**src/hstc_regs.vh**
```
// Register map and constants of the high-speed timer/counter core.
// Included by the core module; definitions only.
`ifndef HSTC_REGS_VH
`define HSTC_REGS_VH
// Register offsets on the plain register port
`define HSTC_ADDR_COUNT 4'h0
`define HSTC_ADDR_HIGHBUF 4'h1
`define HSTC_ADDR_CMPA 4'h2
`define HSTC_ADDR_CMPB 4'h3
`define HSTC_ADDR_TOP 4'h4
`define HSTC_ADDR_CMPD 4'h5
`define HSTC_ADDR_CTRLA 4'h6
`define HSTC_ADDR_CTRLB 4'h7
`define HSTC_ADDR_CTRLC 4'h8
`define HSTC_ADDR_CTRLD 4'h9
`define HSTC_ADDR_CTRLE 4'ha
`define HSTC_ADDR_IRQFLAG 4'hb
`define HSTC_ADDR_IRQMASK 4'hc
// Field positions
`define HSTC_CTRLA_WAVE_BIT 0
`define HSTC_CTRLA_PWMA_BIT 1
`define HSTC_CTRLA_PWMB_BIT 2
`define HSTC_CTRLC_PWMD_BIT 0
`define HSTC_CTRLD_FPIE_BIT 7
`define HSTC_CTRLD_FPF_BIT 6
`define HSTC_CTRLE_ENH_BIT 6
`define HSTC_CTRLE_PLLTM_LSB 4
`define HSTC_FLAG_OVF_BIT 2
`define HSTC_FLAG_A_BIT 6
`define HSTC_FLAG_B_BIT 5
`define HSTC_FLAG_D_BIT 7
// Reset values and limits
`define HSTC_TOP_RESET 10'h0ff
`define HSTC_MAX_VALUE 10'h3ff
`define HSTC_BOTTOM_VALUE 10'h000
`define HSTC_CTRL_RESET 8'h00
`endif

```
**src/hstc_core.v**
```verilog
// High-speed 10-bit timer/counter core: counter, high-bits buffer,
// compares, flags and masks, clock select with synchronised fast tick.
// Assumes the fast tick pin is asynchronous to core_clk and much slower.
`timescale 1ns/1ns
`default_nettype none
`include "hstc_regs.vh"
module hstc_core #(
    parameter PRE_W = 14
) (
    input wire core_clk, // System clock, 125 MHz
    input wire nrst, // Synchronous reset, active low
    input wire [3:0] regAddr, // Register address
    input wire [7:0] regWrData, // Write data
    input wire regWrStb, // Write strobe
    input wire regRdStb, // Read strobe
    output reg [7:0] regRdData, // Read data, cycle after strobe
    input wire fastPeripheralClock, // Fast tick source pin
    input wire irqAckOvf, // Overflow vector executed
    input wire irqAckA, // Match A vector executed
    input wire irqAckB, // Match B vector executed
    input wire irqAckD, // Match D vector executed
    input wire faultEvent, // Fault protection event
    output wire irqReq, // Any masked flag pending
    output reg [9:0] countValue, // Counter state
    output wire topHit, // Counter equals top
    output wire bottomHit, // Counter at zero
    output reg matchA, // Match A strobe
    output reg matchB, // Match B strobe
    output reg matchD, // Match D strobe
    output reg timerTick // Timer tick pulse
);
    // Register file: shared buffer, wide values and controls
    reg [1:0] sharedHighBitsBuffer;
    reg [10:0] compareValueA;
    reg [10:0] compareValueB;
    reg [9:0] topLimitValue;
    reg [10:0] compareValueD;
    reg [7:0] controlRegA, controlRegB, controlRegC, controlRegD;
    reg [7:0] controlRegE;

    reg overflowFlag, matchFlagA, matchFlagB, matchFlagD;
    reg faultProtectFlag;
    reg [7:0] irqMaskReg;

    reg [9:0] cntShadow_r; // Delayed copy for reads
    reg [1:0] bufShadow_r;
    reg [3:0] flagShadow_r;

    reg [10:0] cmpASync_r, cmpBSync_r, cmpDSync_r;
    reg [9:0] topSync_r;
    reg [7:0] ctrlASync_r, ctrlBSync_r, ctrlCSync_r, ctrlESync_r;

    reg fastMeta_r, fastSync_r, fastLast_r;

    reg [PRE_W-1:0] prescale_r;

    reg cntWrite_r; // Write seen, apply next cycle
    reg [9:0] cntWriteVal_r;
    reg blockMatch_r;

    reg dirDown_r;
    reg extra_r; // Enhanced-mode extra buffer bit

    wire [3:0] clkSel = ctrlBSync_r[3:0];
    wire [1:0] pllTm = ctrlESync_r[`HSTC_CTRLE_PLLTM_LSB +: 2];
    wire enhanced = ctrlESync_r[`HSTC_CTRLE_ENH_BIT];
    wire waveMode = ctrlASync_r[`HSTC_CTRLA_WAVE_BIT];
    wire pwmAny = ctrlASync_r[`HSTC_CTRLA_PWMA_BIT]
        | ctrlASync_r[`HSTC_CTRLA_PWMB_BIT]
        | ctrlCSync_r[`HSTC_CTRLC_PWMD_BIT];

    wire wr = regWrStb;
    reg [9:0] countNext;
    reg tickNow;
    reg ovfEvent;

    // Decode of a low-byte access to a wide register
    function isWide;
        input [3:0] a;
        begin
            isWide = (a == `HSTC_ADDR_COUNT) || (a == `HSTC_ADDR_CMPA)
                || (a == `HSTC_ADDR_CMPB) || (a == `HSTC_ADDR_TOP)
                || (a == `HSTC_ADDR_CMPD);
        end
    endfunction

    // Comparison at the active resolution; enhanced adds a bit
    function cmpHit;
        input [9:0] c;
        input [10:0] v;
        input enh;
        begin
            cmpHit = enh ? ({c, 1'b0} == v) : (c == v[9:0]);
        end
    endfunction

    assign bottomHit = (countValue == `HSTC_BOTTOM_VALUE);
    assign topHit = (countValue == topSync_r);
    assign irqReq = |(flagShadow_r & {irqMaskReg[`HSTC_FLAG_D_BIT],
        irqMaskReg[`HSTC_FLAG_A_BIT], irqMaskReg[`HSTC_FLAG_B_BIT],
        irqMaskReg[`HSTC_FLAG_OVF_BIT]})
        | (faultProtectFlag & controlRegD[`HSTC_CTRLD_FPIE_BIT]);

    // Pin synchroniser for the fast clock; the edge is read from the second and third stages
    always @(posedge core_clk) begin
        if (!nrst) begin
            fastMeta_r <= 1'b0;
            fastSync_r <= 1'b0;
            fastLast_r <= 1'b0;
        end else begin
            fastMeta_r <= fastPeripheralClock;
            fastSync_r <= fastMeta_r;
            fastLast_r <= fastSync_r;
        end
    end

    // Tick source: system prescaler taps, or fast edges once enabled
    always @* begin
        tickNow = 1'b0;

        if (pllTm != 2'h0) begin
            tickNow = (clkSel != 4'h0) & fastSync_r & ~fastLast_r;
        end else begin
            case (clkSel)
                4'h0: tickNow = 1'b0;
                4'h1: tickNow = 1'b1;
                // Period of 2^(n-1) cycles: low n-1 bits all ones
                default: tickNow = &(prescale_r | ~(({{(PRE_W-1){1'b0}},
                    1'b1} << (clkSel - 4'h1)) - 1'b1));
            endcase
        end
    end

    // Counter step per mode: up to top then clear, or up/down in pwm
    always @* begin
        countNext = countValue;
        ovfEvent = 1'b0;

        if (topHit && !(pwmAny && waveMode)) begin
            countNext = `HSTC_BOTTOM_VALUE;
            ovfEvent = 1'b1;
        end else if (pwmAny && waveMode) begin
            // Turn at top in this tick so the peak is top itself
            if (dirDown_r || topHit) begin
                countNext = countValue - 10'h001;
                ovfEvent = (countValue == 10'h001);
            end else begin
                countNext = countValue + 10'h001;
            end
        end else begin
            countNext = countValue + 10'h001;
        end
    end

    // Synchronisation stages between register file and count path
    // One stage per field: costs a cycle, keeps a write whole
    always @(posedge core_clk) begin
        if (!nrst) begin
            cmpASync_r <= 11'h000;
            cmpBSync_r <= 11'h000;
            cmpDSync_r <= 11'h000;
            topSync_r <= `HSTC_TOP_RESET;
            ctrlASync_r <= `HSTC_CTRL_RESET;
            ctrlBSync_r <= `HSTC_CTRL_RESET;
            ctrlCSync_r <= `HSTC_CTRL_RESET;
            ctrlESync_r <= `HSTC_CTRL_RESET;
            prescale_r <= {PRE_W{1'b0}};
        end else begin
            cmpASync_r <= compareValueA;
            cmpBSync_r <= compareValueB;
            cmpDSync_r <= compareValueD;
            topSync_r <= topLimitValue;
            ctrlASync_r <= controlRegA;
            ctrlBSync_r <= controlRegB;
            ctrlCSync_r <= controlRegC;
            ctrlESync_r <= controlRegE;
            prescale_r <= (clkSel == 4'h0) ? {PRE_W{1'b0}}
                : prescale_r + {{(PRE_W-1){1'b0}}, 1'b1};
        end
    end

    // Counter, direction, match strobes and block window
    always @(posedge core_clk) begin
        if (!nrst) begin
            countValue <= `HSTC_BOTTOM_VALUE;
            dirDown_r <= 1'b0;
            cntWrite_r <= 1'b0;
            cntWriteVal_r <= 10'h000;
            blockMatch_r <= 1'b0;
            matchA <= 1'b0;
            matchB <= 1'b0;
            matchD <= 1'b0;
            timerTick <= 1'b0;
        end else begin
            timerTick <= tickNow;
            cntWrite_r <= wr && regAddr == `HSTC_ADDR_COUNT;
            cntWriteVal_r <= {sharedHighBitsBuffer, regWrData};
            matchA <= 1'b0;
            matchB <= 1'b0;
            matchD <= 1'b0;
            // Pending write wins; a tick falling with it is dropped
            if (cntWrite_r) begin
                countValue <= cntWriteVal_r;
                blockMatch_r <= 1'b1;
            end else if (tickNow) begin
                blockMatch_r <= 1'b0;
                if (!blockMatch_r) begin
                    matchA <= cmpHit(countValue, cmpASync_r, enhanced);
                    matchB <= cmpHit(countValue, cmpBSync_r, enhanced);
                    matchD <= cmpHit(countValue, cmpDSync_r, enhanced);
                end
                countValue <= countNext;
                // Direction turns only in up/down mode
                if (pwmAny && waveMode) begin
                    if (topHit)
                        dirDown_r <= 1'b1;
                    else if (countValue == 10'h001 && dirDown_r)
                        dirDown_r <= 1'b0;
                end
            end
        end
    end

    // Register file, shared buffer and flags
    always @(posedge core_clk) begin
        if (!nrst) begin
            sharedHighBitsBuffer <= 2'h0;
            extra_r <= 1'b0;
            compareValueA <= 11'h000;
            compareValueB <= 11'h000;
            compareValueD <= 11'h000;
            topLimitValue <= `HSTC_TOP_RESET;
            controlRegA <= `HSTC_CTRL_RESET;
            controlRegB <= `HSTC_CTRL_RESET;
            controlRegC <= `HSTC_CTRL_RESET;
            controlRegD <= `HSTC_CTRL_RESET;
            controlRegE <= `HSTC_CTRL_RESET;
            irqMaskReg <= 8'h00;
            overflowFlag <= 1'b0;
            matchFlagA <= 1'b0;
            matchFlagB <= 1'b0;
            matchFlagD <= 1'b0;
            faultProtectFlag <= 1'b0;
        end else begin
            // Writes; low byte of a wide register merges the buffer
            if (wr) begin
                case (regAddr)
                    `HSTC_ADDR_HIGHBUF: begin
                        sharedHighBitsBuffer <= regWrData[1:0];
                        extra_r <= regWrData[2];
                    end
                    `HSTC_ADDR_CMPA: compareValueA <=
                        {extra_r, sharedHighBitsBuffer, regWrData};
                    `HSTC_ADDR_CMPB: compareValueB <=
                        {extra_r, sharedHighBitsBuffer, regWrData};
                    `HSTC_ADDR_TOP: topLimitValue <=
                        {sharedHighBitsBuffer, regWrData};
                    `HSTC_ADDR_CMPD: compareValueD <=
                        {extra_r, sharedHighBitsBuffer, regWrData};
                    `HSTC_ADDR_CTRLA: controlRegA <= regWrData;
                    `HSTC_ADDR_CTRLB: controlRegB <= regWrData;
                    `HSTC_ADDR_CTRLC: controlRegC <= regWrData;
                    `HSTC_ADDR_CTRLD: controlRegD <= regWrData;
                    `HSTC_ADDR_CTRLE: controlRegE <= regWrData;
                    `HSTC_ADDR_IRQMASK: irqMaskReg <= regWrData;
                    default: ;
                endcase
            end

            // Low-byte reads load the buffer with the upper bits
            if (regRdStb && isWide(regAddr)) begin
                case (regAddr)
                    `HSTC_ADDR_COUNT:
                        sharedHighBitsBuffer <= cntShadow_r[9:8];
                    `HSTC_ADDR_CMPA:
                        sharedHighBitsBuffer <= compareValueA[9:8];
                    `HSTC_ADDR_CMPB:
                        sharedHighBitsBuffer <= compareValueB[9:8];
                    `HSTC_ADDR_TOP:
                        sharedHighBitsBuffer <= topLimitValue[9:8];
                    default:
                        sharedHighBitsBuffer <= compareValueD[9:8];
                endcase
            end

            // Set beats clear so an event in a clear cycle is kept
            overflowFlag <= (tickNow && !cntWrite_r && ovfEvent)
                | (overflowFlag & ~irqAckOvf & ~(wr && regAddr ==
                `HSTC_ADDR_IRQFLAG && regWrData[`HSTC_FLAG_OVF_BIT]));
            matchFlagA <= matchA | (matchFlagA & ~irqAckA & ~(wr &&
                regAddr == `HSTC_ADDR_IRQFLAG &&
                regWrData[`HSTC_FLAG_A_BIT]));
            matchFlagB <= matchB | (matchFlagB & ~irqAckB & ~(wr &&
                regAddr == `HSTC_ADDR_IRQFLAG &&
                regWrData[`HSTC_FLAG_B_BIT]));
            matchFlagD <= matchD | (matchFlagD & ~irqAckD & ~(wr &&
                regAddr == `HSTC_ADDR_IRQFLAG &&
                regWrData[`HSTC_FLAG_D_BIT]));
            faultProtectFlag <= faultEvent | (faultProtectFlag & ~(wr &&
                regAddr == `HSTC_ADDR_CTRLD &&
                regWrData[`HSTC_CTRLD_FPF_BIT]));
        end
    end

    // Output-side stage: counter, buffer and flags read one cycle late
    always @(posedge core_clk) begin
        if (!nrst) begin
            cntShadow_r <= 10'h000;
            bufShadow_r <= 2'h0;
            flagShadow_r <= 4'h0;
        end else begin
            cntShadow_r <= countValue;
            bufShadow_r <= sharedHighBitsBuffer;
            flagShadow_r <= {matchFlagD, matchFlagA, matchFlagB,
                overflowFlag};
        end
    end

    // Read data, registered; unmapped addresses read zero
    always @(posedge core_clk) begin
        if (!nrst) begin
            regRdData <= 8'h00;
        end else if (regRdStb) begin
            case (regAddr)
                `HSTC_ADDR_COUNT: regRdData <= cntShadow_r[7:0];
                `HSTC_ADDR_HIGHBUF: regRdData <= {6'h00, bufShadow_r};
                `HSTC_ADDR_CMPA: regRdData <= compareValueA[7:0];
                `HSTC_ADDR_CMPB: regRdData <= compareValueB[7:0];
                `HSTC_ADDR_TOP: regRdData <= topLimitValue[7:0];
                `HSTC_ADDR_CMPD: regRdData <= compareValueD[7:0];
                `HSTC_ADDR_CTRLA: regRdData <= controlRegA;
                `HSTC_ADDR_CTRLB: regRdData <= controlRegB;
                `HSTC_ADDR_CTRLC: regRdData <= controlRegC;
                `HSTC_ADDR_CTRLD: regRdData <= {controlRegD[7],
                    faultProtectFlag, controlRegD[5:0]};
                `HSTC_ADDR_CTRLE: regRdData <= controlRegE;
                `HSTC_ADDR_IRQFLAG: regRdData <= {flagShadow_r[3],
                    flagShadow_r[2], flagShadow_r[1], 2'h0,
                    flagShadow_r[0], 2'h0};
                `HSTC_ADDR_IRQMASK: regRdData <= irqMaskReg;
                default: regRdData <= 8'h00;
            endcase
        end else begin
            regRdData <= 8'h00;
        end
    end
endmodule
`default_nettype wire

```
**config.mk**
```make
export PLATFORM = sky130hd
export DESIGN_NAME = hstc_core
export DESIGN_NICKNAME = d
export VERILOG_FILES = /design/src/hstc_core.v
export VERILOG_INCLUDE_DIRS = /design/src /design/src/src
export SDC_FILE = /design/constraint.sdc
export NUM_CORES = 1
export LEC_CHECK = 0
export ABC_AREA = 1
export BUFFER_PORTS_ARGS = -buffer_cell sky130_fd_sc_hd__buf_4
export CORE_AREA = 5 5 193 139
export CTS_CLUSTER_DIAMETER = 50
export DETAILED_ROUTE_END_ITERATION = 10
export DIE_AREA = 0 0 198 144
export HOLD_SLACK_MARGIN = 0.12
export PLACE_DENSITY = 0.6
export SLEW_MARGIN = 10
export SYNTH_ARGS = -nofsm -noshare
export SYNTH_HDL_FRONTEND = slang
export SYNTH_SLANG_ARGS = --single-unit
```
**constraint.sdc**
```tcl
create_clock -name core_clk -period 2.95 [get_ports core_clk]
set_input_delay 0.4425 -clock core_clk [delete_from_list [all_inputs] [get_ports core_clk]]
set_output_delay 0.4425 -clock core_clk [all_outputs]
set_load 0.02 [all_outputs]
```
==> results.sh, run 1 <==
export IMPL_status="finished, final reports clean"
export IMPL_htree_levels=1
export IMPL_grt_antenna_before_repair=1
export IMPL_netlist_area_um2=9720
export IMPL_max_freq_ghz=0.378
export IMPL_worstSkewPairLatency_ns=0.51
export IMPL_use_met1_pct=33.5
export IMPL_cp_num_buf_inv=3
export IMPL_placed_area_um2=10400
export IMPL_final_cell_mix="nand2_1 (286), dfxtp_1 (218), inv_1 (209)"
export IMPL_setup_worst_path_class="reg -> out"
export IMPL_grt_pass1_wl_um=46300
export IMPL_drive_gt1_share_pct=9.91
export IMPL_grt_max_degree=53
export IMPL_vdd_drop_max_mv=0.371
export IMPL_cp_slowest_cell="dfxtp_1"
export IMPL_drv_cap=0
export IMPL_holdWs_ns=0.148
export IMPL_pwr_share_seq_pct=49.5
export IMPL_crit_top_cell="nand2_1"
export IMPL_tightest_slew_ns=0.683
export IMPL_cts_sinks=218
export IMPL_setup_viol=0
export IMPL_die_x_um=198
export IMPL_postLayoutCoreUtil_pct=44.4
export IMPL_final_hold_viol_count=0
export IMPL_relSlewSlack_pct=54.4
export IMPL_routedWlPerCell_um=17.5
export IMPL_grt_pass1_vias=7944
export IMPL_dp_cells=1670
export IMPL_path_max_fanout=12
export IMPL_cts_buffer_depth=3
export IMPL_dp_worst_setup_slack_ns=0.585
export IMPL_io_pins=47
export IMPL_cts_tree="built"
export IMPL_finalCriticalPeriod_ns=2.65
export IMPL_dr_total_vias=8905
export IMPL_drtAntennaViolNets=0
export IMPL_die_height_um=144
export IMPL_cts_buffers=23
export IMPL_grt_setup_unrepaired="no"
export IMPL_period_share_pct=89.7
export IMPL_busiest_layer="met1"
export IMPL_num_antenna_cells=0
export IMPL_max_stage_delay_ns=0.66
export IMPL_switching_share_pct=24.8
export IMPL_drv_slew=0
export IMPL_p_leak_nw=5.28
export IMPL_synth_top_area_share_pct=44.9
export IMPL_path_cells="inv_1 -> nand2_1 -> nand2_1 -> nor2_1 -> nand2_1 -> nor2_1 -> nand2_2 -> inv_1 -> buf_4"
export IMPL_pwr_share_clk_pct=44.8
export IMPL_rows=49
export IMPL_place_congestion=0.918
export IMPL_io_buffer_count=46
export IMPL_cp_top_family="flip-flops"
export IMPL_setup_slack_ns=0.304
export IMPL_switching_power_mw=1.52
export IMPL_core_area_um2=25000
export IMPL_ys_top_cells_by_area="dfxtp_1 (45%), nand2_1 (11%), inv_1 (8.1%)"
export IMPL_die_area_um2=28500
export IMPL_cp_required_ns=2.51
export IMPL_layout_commonest_cell="nand2_1"
export IMPL_ys_ff_latch=218
export IMPL_p_int_mw=4.61
export IMPL_grt_overflow_total=0
export IMPL_grt_use_total_pct=20.7
export IMPL_hp_class="in -> reg"
export IMPL_yosysSeqAreaShare_pct=44.9
export IMPL_p_total_mw=6.13
export IMPL_syn_inst=1333
export IMPL_startpoint_type="register"
export IMPL_ctsResizeCount=0
export IMPL_fin_cells=1713
export IMPL_dp_hpwl_um=22000
export IMPL_drt_drc_violations_left=0
export IMPL_pwr_share_comb_pct=5.8
export IMPL_yosysWarnings=0
export IMPL_cp_end_kind="output pin"
export IMPL_cp_arrival_ns=2.20
export IMPL_synth_distinct_cells=46
export IMPL_dr_pass1_iters=5
export IMPL_wl_um=29900
export IMPL_routed_via_density=5.20
export IMPL_initial_core_util_pct=38.9
export IMPL_fin_setup_tns_ns=0
export IMPL_cts_root_buffer="clkbuf_16"
export IMPL_path_clk_slew_ns=0.06
export IMPL_powerDensity_nw_per_um2=552
export IMPL_synth_top_area_cell="dfxtp_1"
export IMPL_skew_ns=0.0223
export IMPL_syn_to_final_growth_pct=14.3
export IMPL_final_area_um2=11100
export IMPL_met2_usage_pct=28.1
export IMPL_synth_nets=1361
export IMPL_grt_util_met3_pct=4.42
export IMPL_nets=1393
export IMPL_syn_avg_cell_area_um2=7.30
export IMPL_initialDrtViolationCount=1000
==> routing by layer <==
| layer | part of all wire, % | vias to the layer above |
|---|---|---|
| met1 | 49 | 4112 |
| li1 | - | 4368 |
| met4 | 1.2 | 2 |
| met2 | 39 | 389 |
| met5 | 0.040 | - |
| met3 | 10 | 34 |
==> cell usage after synthesis (all sizes together) <==
| cell type | n |
|---|---|
| o2111ai | 6 |
| buf | 15 |
| a211o | 2 |
| dfxtp | 218 |
| nor3b | 3 |
| a221oi | 23 |
| ha | 6 |
| o31ai | 2 |
| o32ai | 2 |
| clkbuf | 48 |
| nor4 | 4 |
| o41ai | 2 |
| a21oi | 112 |
| a22o | 1 |
| mux2i | 1 |
| xnor2 | 14 |
| o22ai | 21 |
| a211oi | 3 |
| nand3 | 68 |
| o21a | 3 |
| nand2 | 296 |
| o211ai | 10 |
| clkinv | 3 |
| nand4 | 17 |
| nor3 | 9 |
| a31oi | 2 |
| inv | 212 |
| xor2 | 32 |
| nand3b | 3 |
| nor2 | 107 |
| or2 | 6 |
| a2111oi | 5 |
| o21ai | 77 |
==> power by group through the flow <==
stage | Combinational, mW | Sequential (mW) | Clock [mW]
after global routing | 0.390 | 3.04 | 2.92
final | 0.353 | 3.04 | 2.75
after detailed placement | 0.347 | 3.10 | 0
after global placement | 0.345 | 3.10 | 0
after CTS | 0.350 | 3.03 | 2.79
after floorplan | 0.223 | 3.09 | 0
==> cells by family (layout without fill, tap and decap cells) <==
logic type | count (synthesis) | after routing | share of synthesized area [%]
fa+ha+maj | 6 | 6 | 0.772
xor+xnor | 46 | 46 | 4.14
mux | 1 | 1 | 0.103
simple gates | 513 | 513 | 22.6
compound gates | 271 | 271 | 16.4
buf+inv | 278 | 327 | 11.1
flops | 218 | 218 | 44.9
==> flip-flops by register name, summed over array words and instances (netlist names), 3 cells and up <==
register,flops
prescale_r,14
ctrlASync_r,3
controlRegD,7
cmpASync_r,11
controlRegA,8
cmpBSync_r,11
topSync_r,10
flagShadow_r,4
controlRegC,8
cntWriteVal_r,10
compareValueD,11
controlRegE,8
cntShadow_r,10
countValue,10
compareValueA,11
cmpDSync_r,11
ctrlESync_r,3
compareValueB,11
ctrlBSync_r,4
controlRegB,8
regRdData,8
topLimitValue,10
irqMaskReg,8
==> area by class of cell <==
cell class,count,area (um2)
fill,2554,13900
sequential,218,4360
tap,331,414
clock buffer,27,611
timing repair buffer,70,528
inverter,215,807
clock inverter,15,104
multi-input combinational,837,4280
==> final timing paths <==
kind	start	end	slack (ns)	depth (start not counted)
worst max-delay path	countValue[2]$_SDFFE_PN0P_	topHit	0.30	9
worst min-delay path	faultEvent	faultProtectFlag$_SDFF_PN0_	0.15	3
worst max register to register	countValue[2]$_SDFFE_PN0P_	countValue[6]$_SDFFE_PN0P_	0.56	15
worst min register to register	compareValueB[1]$_SDFFE_PN0P_	cmpBSync_r[1]$_SDFF_PN0_	0.42	2
==> repair_timing <==
action | 4_1_cts | 5_1_grt
hold endpoints to repair | 1 | 0
buffers inserted | 0 | 0
hold buffers | 1 | 0
==> worst register-to-register path: stages, from the launching register on <==
cell	delay (ns)
dfxtp_1	0.66
inv_1	0.27
nand2_1	0.11
nand2_1	0.05
nor2_1	0.09
nand2_1	0.06
nor2_1	0.11
nand2_2	0.11
inv_1	0.11
nand2_1	0.09
nand2_1	0.13
inv_1	0.15
nand3_1	0.15
nand2_1	0.07
nand3_1	0.07
o21ai_1	0.06
(Power assumes the default switching activity.)
==> inputs of run 2 (changes only) <==
--- a/config.mk
+++ b/config.mk
@@ -13,7 +13,7 @@
 export DETAILED_ROUTE_END_ITERATION = 10
 export DIE_AREA = 0 0 198 144
 export HOLD_SLACK_MARGIN = 0.12
-export PLACE_DENSITY = 0.6
+export PLACE_DENSITY = 0.51
 export SLEW_MARGIN = 10
 export SYNTH_ARGS = -nofsm -noshare
 export SYNTH_HDL_FRONTEND = slang
==> run 2 against run 1 <==
Critical path depth stayed put. Maximum frequency rose by 3.0%. Clock skew up 0.015 ns. Highest routed layer is now met4. Hold slack gained 0.021 ns. Via count decreased by 3.1%. Sequential power is essentially flat. Power is 6.3% higher. Cell area rose by 1.3%.
==> results.sh, run 2 (same netlist as run 1, synthesis figures left out) <==
export IMPL_ctsResizeCount=0
export IMPL_cp_end_kind="output pin"
export IMPL_cts_sinks=218
export IMPL_grt_pass1_wl_um=47500
export IMPL_initialDrtViolationCount=756
export IMPL_skew_ns=0.0369
export IMPL_final_hold_viol_count=0
export IMPL_dr_total_vias=8630
export IMPL_wl_um=31100
export IMPL_hp_class="in -> reg"
export IMPL_drtAntennaViolNets=0
export IMPL_htree_levels=1
export IMPL_routedWlPerCell_um=18.1
export IMPL_cp_required_ns=2.51
export IMPL_path_clk_slew_ns=0.07
export IMPL_largest_reg_flops=14
export IMPL_drv_slew=0
export IMPL_relSlewSlack_pct=54.0
export IMPL_dr_pass1_iters=5
export IMPL_drt_drc_violations_left=0
export IMPL_grt_antenna_before_repair=0
export IMPL_routed_via_density=5.02
export IMPL_cp_arrival_ns=2.13
export IMPL_final_area_um2=11300
export IMPL_holdWs_ns=0.169
export IMPL_grt_pass1_vias=7912
export IMPL_p_leak_nw=5.33
export IMPL_io_buffer_count=46
export IMPL_nFillCells=2629
export IMPL_status="finished, final reports clean"
export IMPL_vdd_drop_max_mv=0.507
export IMPL_finalCriticalPeriod_ns=2.57
export IMPL_path_max_fanout=11
export IMPL_die_x_um=198
export IMPL_rows=49
export IMPL_cts_buffer_depth=3
export IMPL_drv_cap=0
export IMPL_powerDensity_nw_per_um2=579
export IMPL_p_total_mw=6.52
export IMPL_cts_tree="built"
export IMPL_drive_gt1_share_pct=9.88
export IMPL_nets=1396
export IMPL_layout_commonest_cell="nand2_1"
export IMPL_startpoint_type="register"
export IMPL_grt_max_degree=112
export IMPL_setup_viol=0
export IMPL_dp_hpwl_um=22700
export IMPL_syn_to_final_growth_pct=15.7
export IMPL_fin_setup_tns_ns=0
export IMPL_core_area_um2=25000
export IMPL_cts_setup_buffers=0
export IMPL_grt_overflow_total=0
export IMPL_setup_worst_path_class="reg -> out"
export IMPL_place_congestion=0.885
export IMPL_postCtsHoldBufs=2
export IMPL_tightest_slew_ns=0.688
export IMPL_regMostFlops="prescale_r"
export IMPL_cts_root_buffer="clkbuf_16"
export IMPL_io_pins=47
export IMPL_final_cell_mix="nand2_1 (286), dfxtp_1 (218), inv_1 (209)"
export IMPL_grt_use_total_pct=21.5
export IMPL_worstSkewPairLatency_ns=0.56
export IMPL_die_height_um=144
export IMPL_period_share_pct=87.1
export IMPL_cts_buffers=25
export IMPL_placed_area_um2=10400
export IMPL_die_area_um2=28500
export IMPL_initial_core_util_pct=38.9
export IMPL_grt_setup_unrepaired="no"
export IMPL_max_freq_ghz=0.389
## run 2: worst max-delay path, cell delays in order (launching register included)
cell	delay [ns]
dfxtp_1	0.60
inv_2	0.21
nand2_1	0.10
nand2_1	0.05
nor2_1	0.10
nand2_1	0.06
nor2_1	0.11
nand2_2	0.11
inv_1	0.10
buf_4	0.15
## run 2: layout make-up
| cell class | instances | area (um2) | area share, % |
|---|---|---|---|
| repair buffers | 71 | 551 | 4.89 |
| diodes | 1 | 2.50 | 0.0222 |
| inverters | 215 | 807 | 7.17 |
| clock inverters | 10 | 116 | 1.03 |
| flip-flops and latches | 218 | 4360 | 38.8 |
| well taps | 331 | 414 | 3.68 |
| clock buffers | 36 | 717 | 6.37 |
| multi-input cells | 837 | 4280 | 38.1 |
## run 2: path summary, 6_finish.rpt
path	start	end	slack, ns	depth (start not counted)
min	irqAckA	matchFlagA$_SDFF_PN0_	0.17	3
max	countValue[1]$_SDFFE_PN0P_	topHit	0.38	9
max reg2reg	ctrlBSync_r[0]$_SDFF_PN0_	countValue[4]$_SDFFE_PN0P_	0.54	17
min reg2reg	compareValueD[10]$_SDFFE_PN0P_	cmpDSync_r[10]$_SDFF_PN0_	0.43	2
## run 2: layer usage
| metal | vias up | wire (um) | track usage [%] | share of wire [%] |
|---|---|---|---|---|
| met2 | 224 | 12300 | 30.1 | 40 |
| met3 | 41 | 2080 | 4.91 | 6.7 |
| li1 | 4379 | - | - | - |
| met1 | 3986 | 16100 | 33.4 | 52 |
| met5 | - | 0 | 0 | 0 |
| met4 | 0 | 618 | 4.67 | 2.0 |
## run 2: power by group
part | leakage [nW] | internal [mW] | switching (mW)
Clock | 0.399 | 1.81 | 1.32
Combinational | 3.16 | 0.110 | 0.248
Sequential | 1.76 | 3.00 | 0.0374
## run 2: through the flow
| step | util, % | instances | setup slack (ns) |
|---|---|---|---|
| 2_1_floorplan | - | 1333 | 0.842 |
| 3_3_place_gp | 41.6 | 1670 | 0.608 |
| 3_5_place_dp | 41.6 | 1670 | 0.547 |
| 4_1_cts | 45.0 | 1718 | 0.374 |
| 5_1_grt | 45.0 | 1718 | 0.187 |
| 6_report | 45.0 | 1719 | 0.379 |
==> inputs of run 3 (changes only) <==
--- a/config.mk
+++ b/config.mk
@@ -8,10 +8,10 @@
 export LEC_CHECK = 0
 export ABC_AREA = 1
 export BUFFER_PORTS_ARGS = -buffer_cell sky130_fd_sc_hd__buf_4
-export CORE_AREA = 5 5 193 139
+export CORE_AREA = 2 2 190 136
 export CTS_CLUSTER_DIAMETER = 50
 export DETAILED_ROUTE_END_ITERATION = 10
-export DIE_AREA = 0 0 198 144
+export DIE_AREA = 0 0 192 138
 export HOLD_SLACK_MARGIN = 0.12
 export PLACE_DENSITY = 0.51
 export SLEW_MARGIN = 10
==> run 3 against run 2 <==
Register-to-register slack better by 0.05 ns. Hold slack got worse by 0.030 ns. Count of clock-buffer cells in the layout is 5 lower. Utilization decreased by 0.42 points. Wire length down 1.8%. First-iteration DRC count is 1.7% lower. Maximum frequency rose by 0.13%. Largest cell class unchanged. Non-clock buffer count is 2 lower. Via count is 0.41% higher. Sequential share of layout area rose by 0.36 points.
==> results.sh, run 3 (same netlist as run 1, synthesis figures left out) <==
export IMPL_io_buffer_count=46
export IMPL_path_clk_slew_ns=0.06
export IMPL_holdWs_ns=0.139
export IMPL_num_antenna_cells=0
export IMPL_grt_pass1_wl_um=47700
export IMPL_dr_pass1_iters=5
export IMPL_grt_use_total_pct=23.3
export IMPL_drive_gt1_share_pct=9.70
export IMPL_regMostFlops="prescale_r"
export IMPL_max_freq_ghz=0.390
export IMPL_largest_reg_flops=14
export IMPL_tightest_slew_ns=0.708
export IMPL_place_congestion=0.848
export IMPL_rows=49
export IMPL_grt_max_degree=70
export IMPL_grt_setup_unrepaired="no"
export IMPL_cp_required_ns=2.51
export IMPL_cts_sinks=218
export IMPL_worstSkewPairLatency_ns=0.52
export IMPL_rrSetupSlack_ns=0.59
export IMPL_htree_levels=1
export IMPL_nFillCells=2566
export IMPL_path_cells="xnor2_1 -> nand3_1 -> nor2_1 -> nand2_2 -> inv_1 -> buf_4"
export IMPL_grt_overflow_total=0
export IMPL_io_pins=47
export IMPL_die_x_um=192
export IMPL_skew_ns=0.0206
export IMPL_die_height_um=138
export IMPL_final_hold_viol_count=0
export IMPL_setup_viol=0
export IMPL_max_stage_delay_ns=0.61
export IMPL_fin_setup_tns_ns=0
export IMPL_initialDrtViolationCount=743
export IMPL_wl_um=30500
export IMPL_p_leak_nw=5.30
export IMPL_die_area_um2=26500
export IMPL_multi_input_comb_area_um2=4280
export IMPL_cp_slowest_cell="dfxtp_1"
export IMPL_setup_slack_ns=0.383
export IMPL_grt_pass1_vias=8088
export IMPL_drv_slew=0
export IMPL_nets=1393
export IMPL_dr_total_vias=8665
export IMPL_path_max_fanout=6
export IMPL_ctsResizeCount=0
export IMPL_initial_core_util_pct=38.9
export IMPL_core_area_um2=25000
export IMPL_drv_cap=0
export IMPL_dp_worst_setup_slack_ns=0.612
export IMPL_cp_arrival_ns=2.12
export IMPL_vdd_drop_max_mv=0.421
export IMPL_placed_area_um2=10400
export IMPL_period_share_pct=87.0
export IMPL_final_area_um2=11200
export IMPL_powerDensity_nw_per_um2=564
export IMPL_relSlewSlack_pct=52.7
export IMPL_startpoint_type="register"
export IMPL_cts_buffer_depth=3
export IMPL_cp_top_family="flip-flops"
export IMPL_cp_num_buf_inv=2
export IMPL_grt_antenna_before_repair=0
export IMPL_cts_tree="built"
export IMPL_layout_commonest_cell="nand2_1"
export IMPL_syn_to_final_growth_pct=14.7
export IMPL_setup_worst_path_class="reg -> out"
export IMPL_routedWlPerCell_um=17.8
export IMPL_dp_hpwl_um=22400
export IMPL_routed_via_density=5.06
export IMPL_drt_drc_violations_left=0
export IMPL_final_cell_mix="nand2_1 (286), dfxtp_1 (218), inv_1 (209)"
export IMPL_finalCriticalPeriod_ns=2.57
export IMPL_drtAntennaViolNets=0
export IMPL_cts_root_buffer="clkbuf_16"
export IMPL_status="finished, final reports clean"
export IMPL_cts_buffers=24
export IMPL_cp_end_kind="output pin"
export IMPL_seq_area_um2=4360
export IMPL_hp_class="in -> reg"
[run 3: tightest hold or removal path: stages]
cell,delay [ns]
buf_4,0.08
a21oi_1,0.03
nor2_1,0.07
[run 3: worst paths after layout]
kind / start / to / depth (start not counted)
setup reg to reg: ctrlBSync_r[0]$_SDFF_PN0_ / matchA$_SDFF_PP0_ / 17
setup / recovery: countValue[7]$_SDFFE_PN0P_ / topHit / 6
hold / removal: faultEvent / faultProtectFlag$_SDFF_PN0_ / 3
hold reg to reg: compareValueB[3]$_SDFFE_PN0P_ / cmpBSync_r[3]$_SDFF_PN0_ / 2
[run 3: final cells by class]
class	count	share of cell area (%)
timing repair buffer	69	4.67
multi-input combinational	837	38.4
sequential	218	39.1
clock buffer	31	5.89
clock inverter	11	0.942
inverter	215	7.24
tap	331	3.71
[run 3: metrics by stage]
step / instances / power, mW / util (%)
detailed placement: 1669 / 3.45 / 41.5
global placement: 1669 / 3.45 / 41.5
finish: 1712 / 6.29 / 44.6
floorplan: 1333 / 3.31 / -
CTS: 1712 / 6.36 / 44.6
global route: 1712 / 6.53 / 44.6
[run 3: report_power, final]
part	switching (mW)	leakage [nW]	internal, mW
Combinational	0.246	3.15	0.108
Clock	1.23	0.382	1.67
Sequential	0.0370	1.76	3.00
[run 3: what timing repair did]
item,in CTS,in global routing
buffers inserted,0,0
hold endpoints to repair,1,0
hold buffers,1,0
[run 3: layer usage]
layer | GRT usage (%) | part of all wire, %
met5 | 0 | 0
met4 | 3.90 | 1.4
met3 | 2.56 | 5.8
met2 | 32.1 | 39
met1 | 38.8 | 53
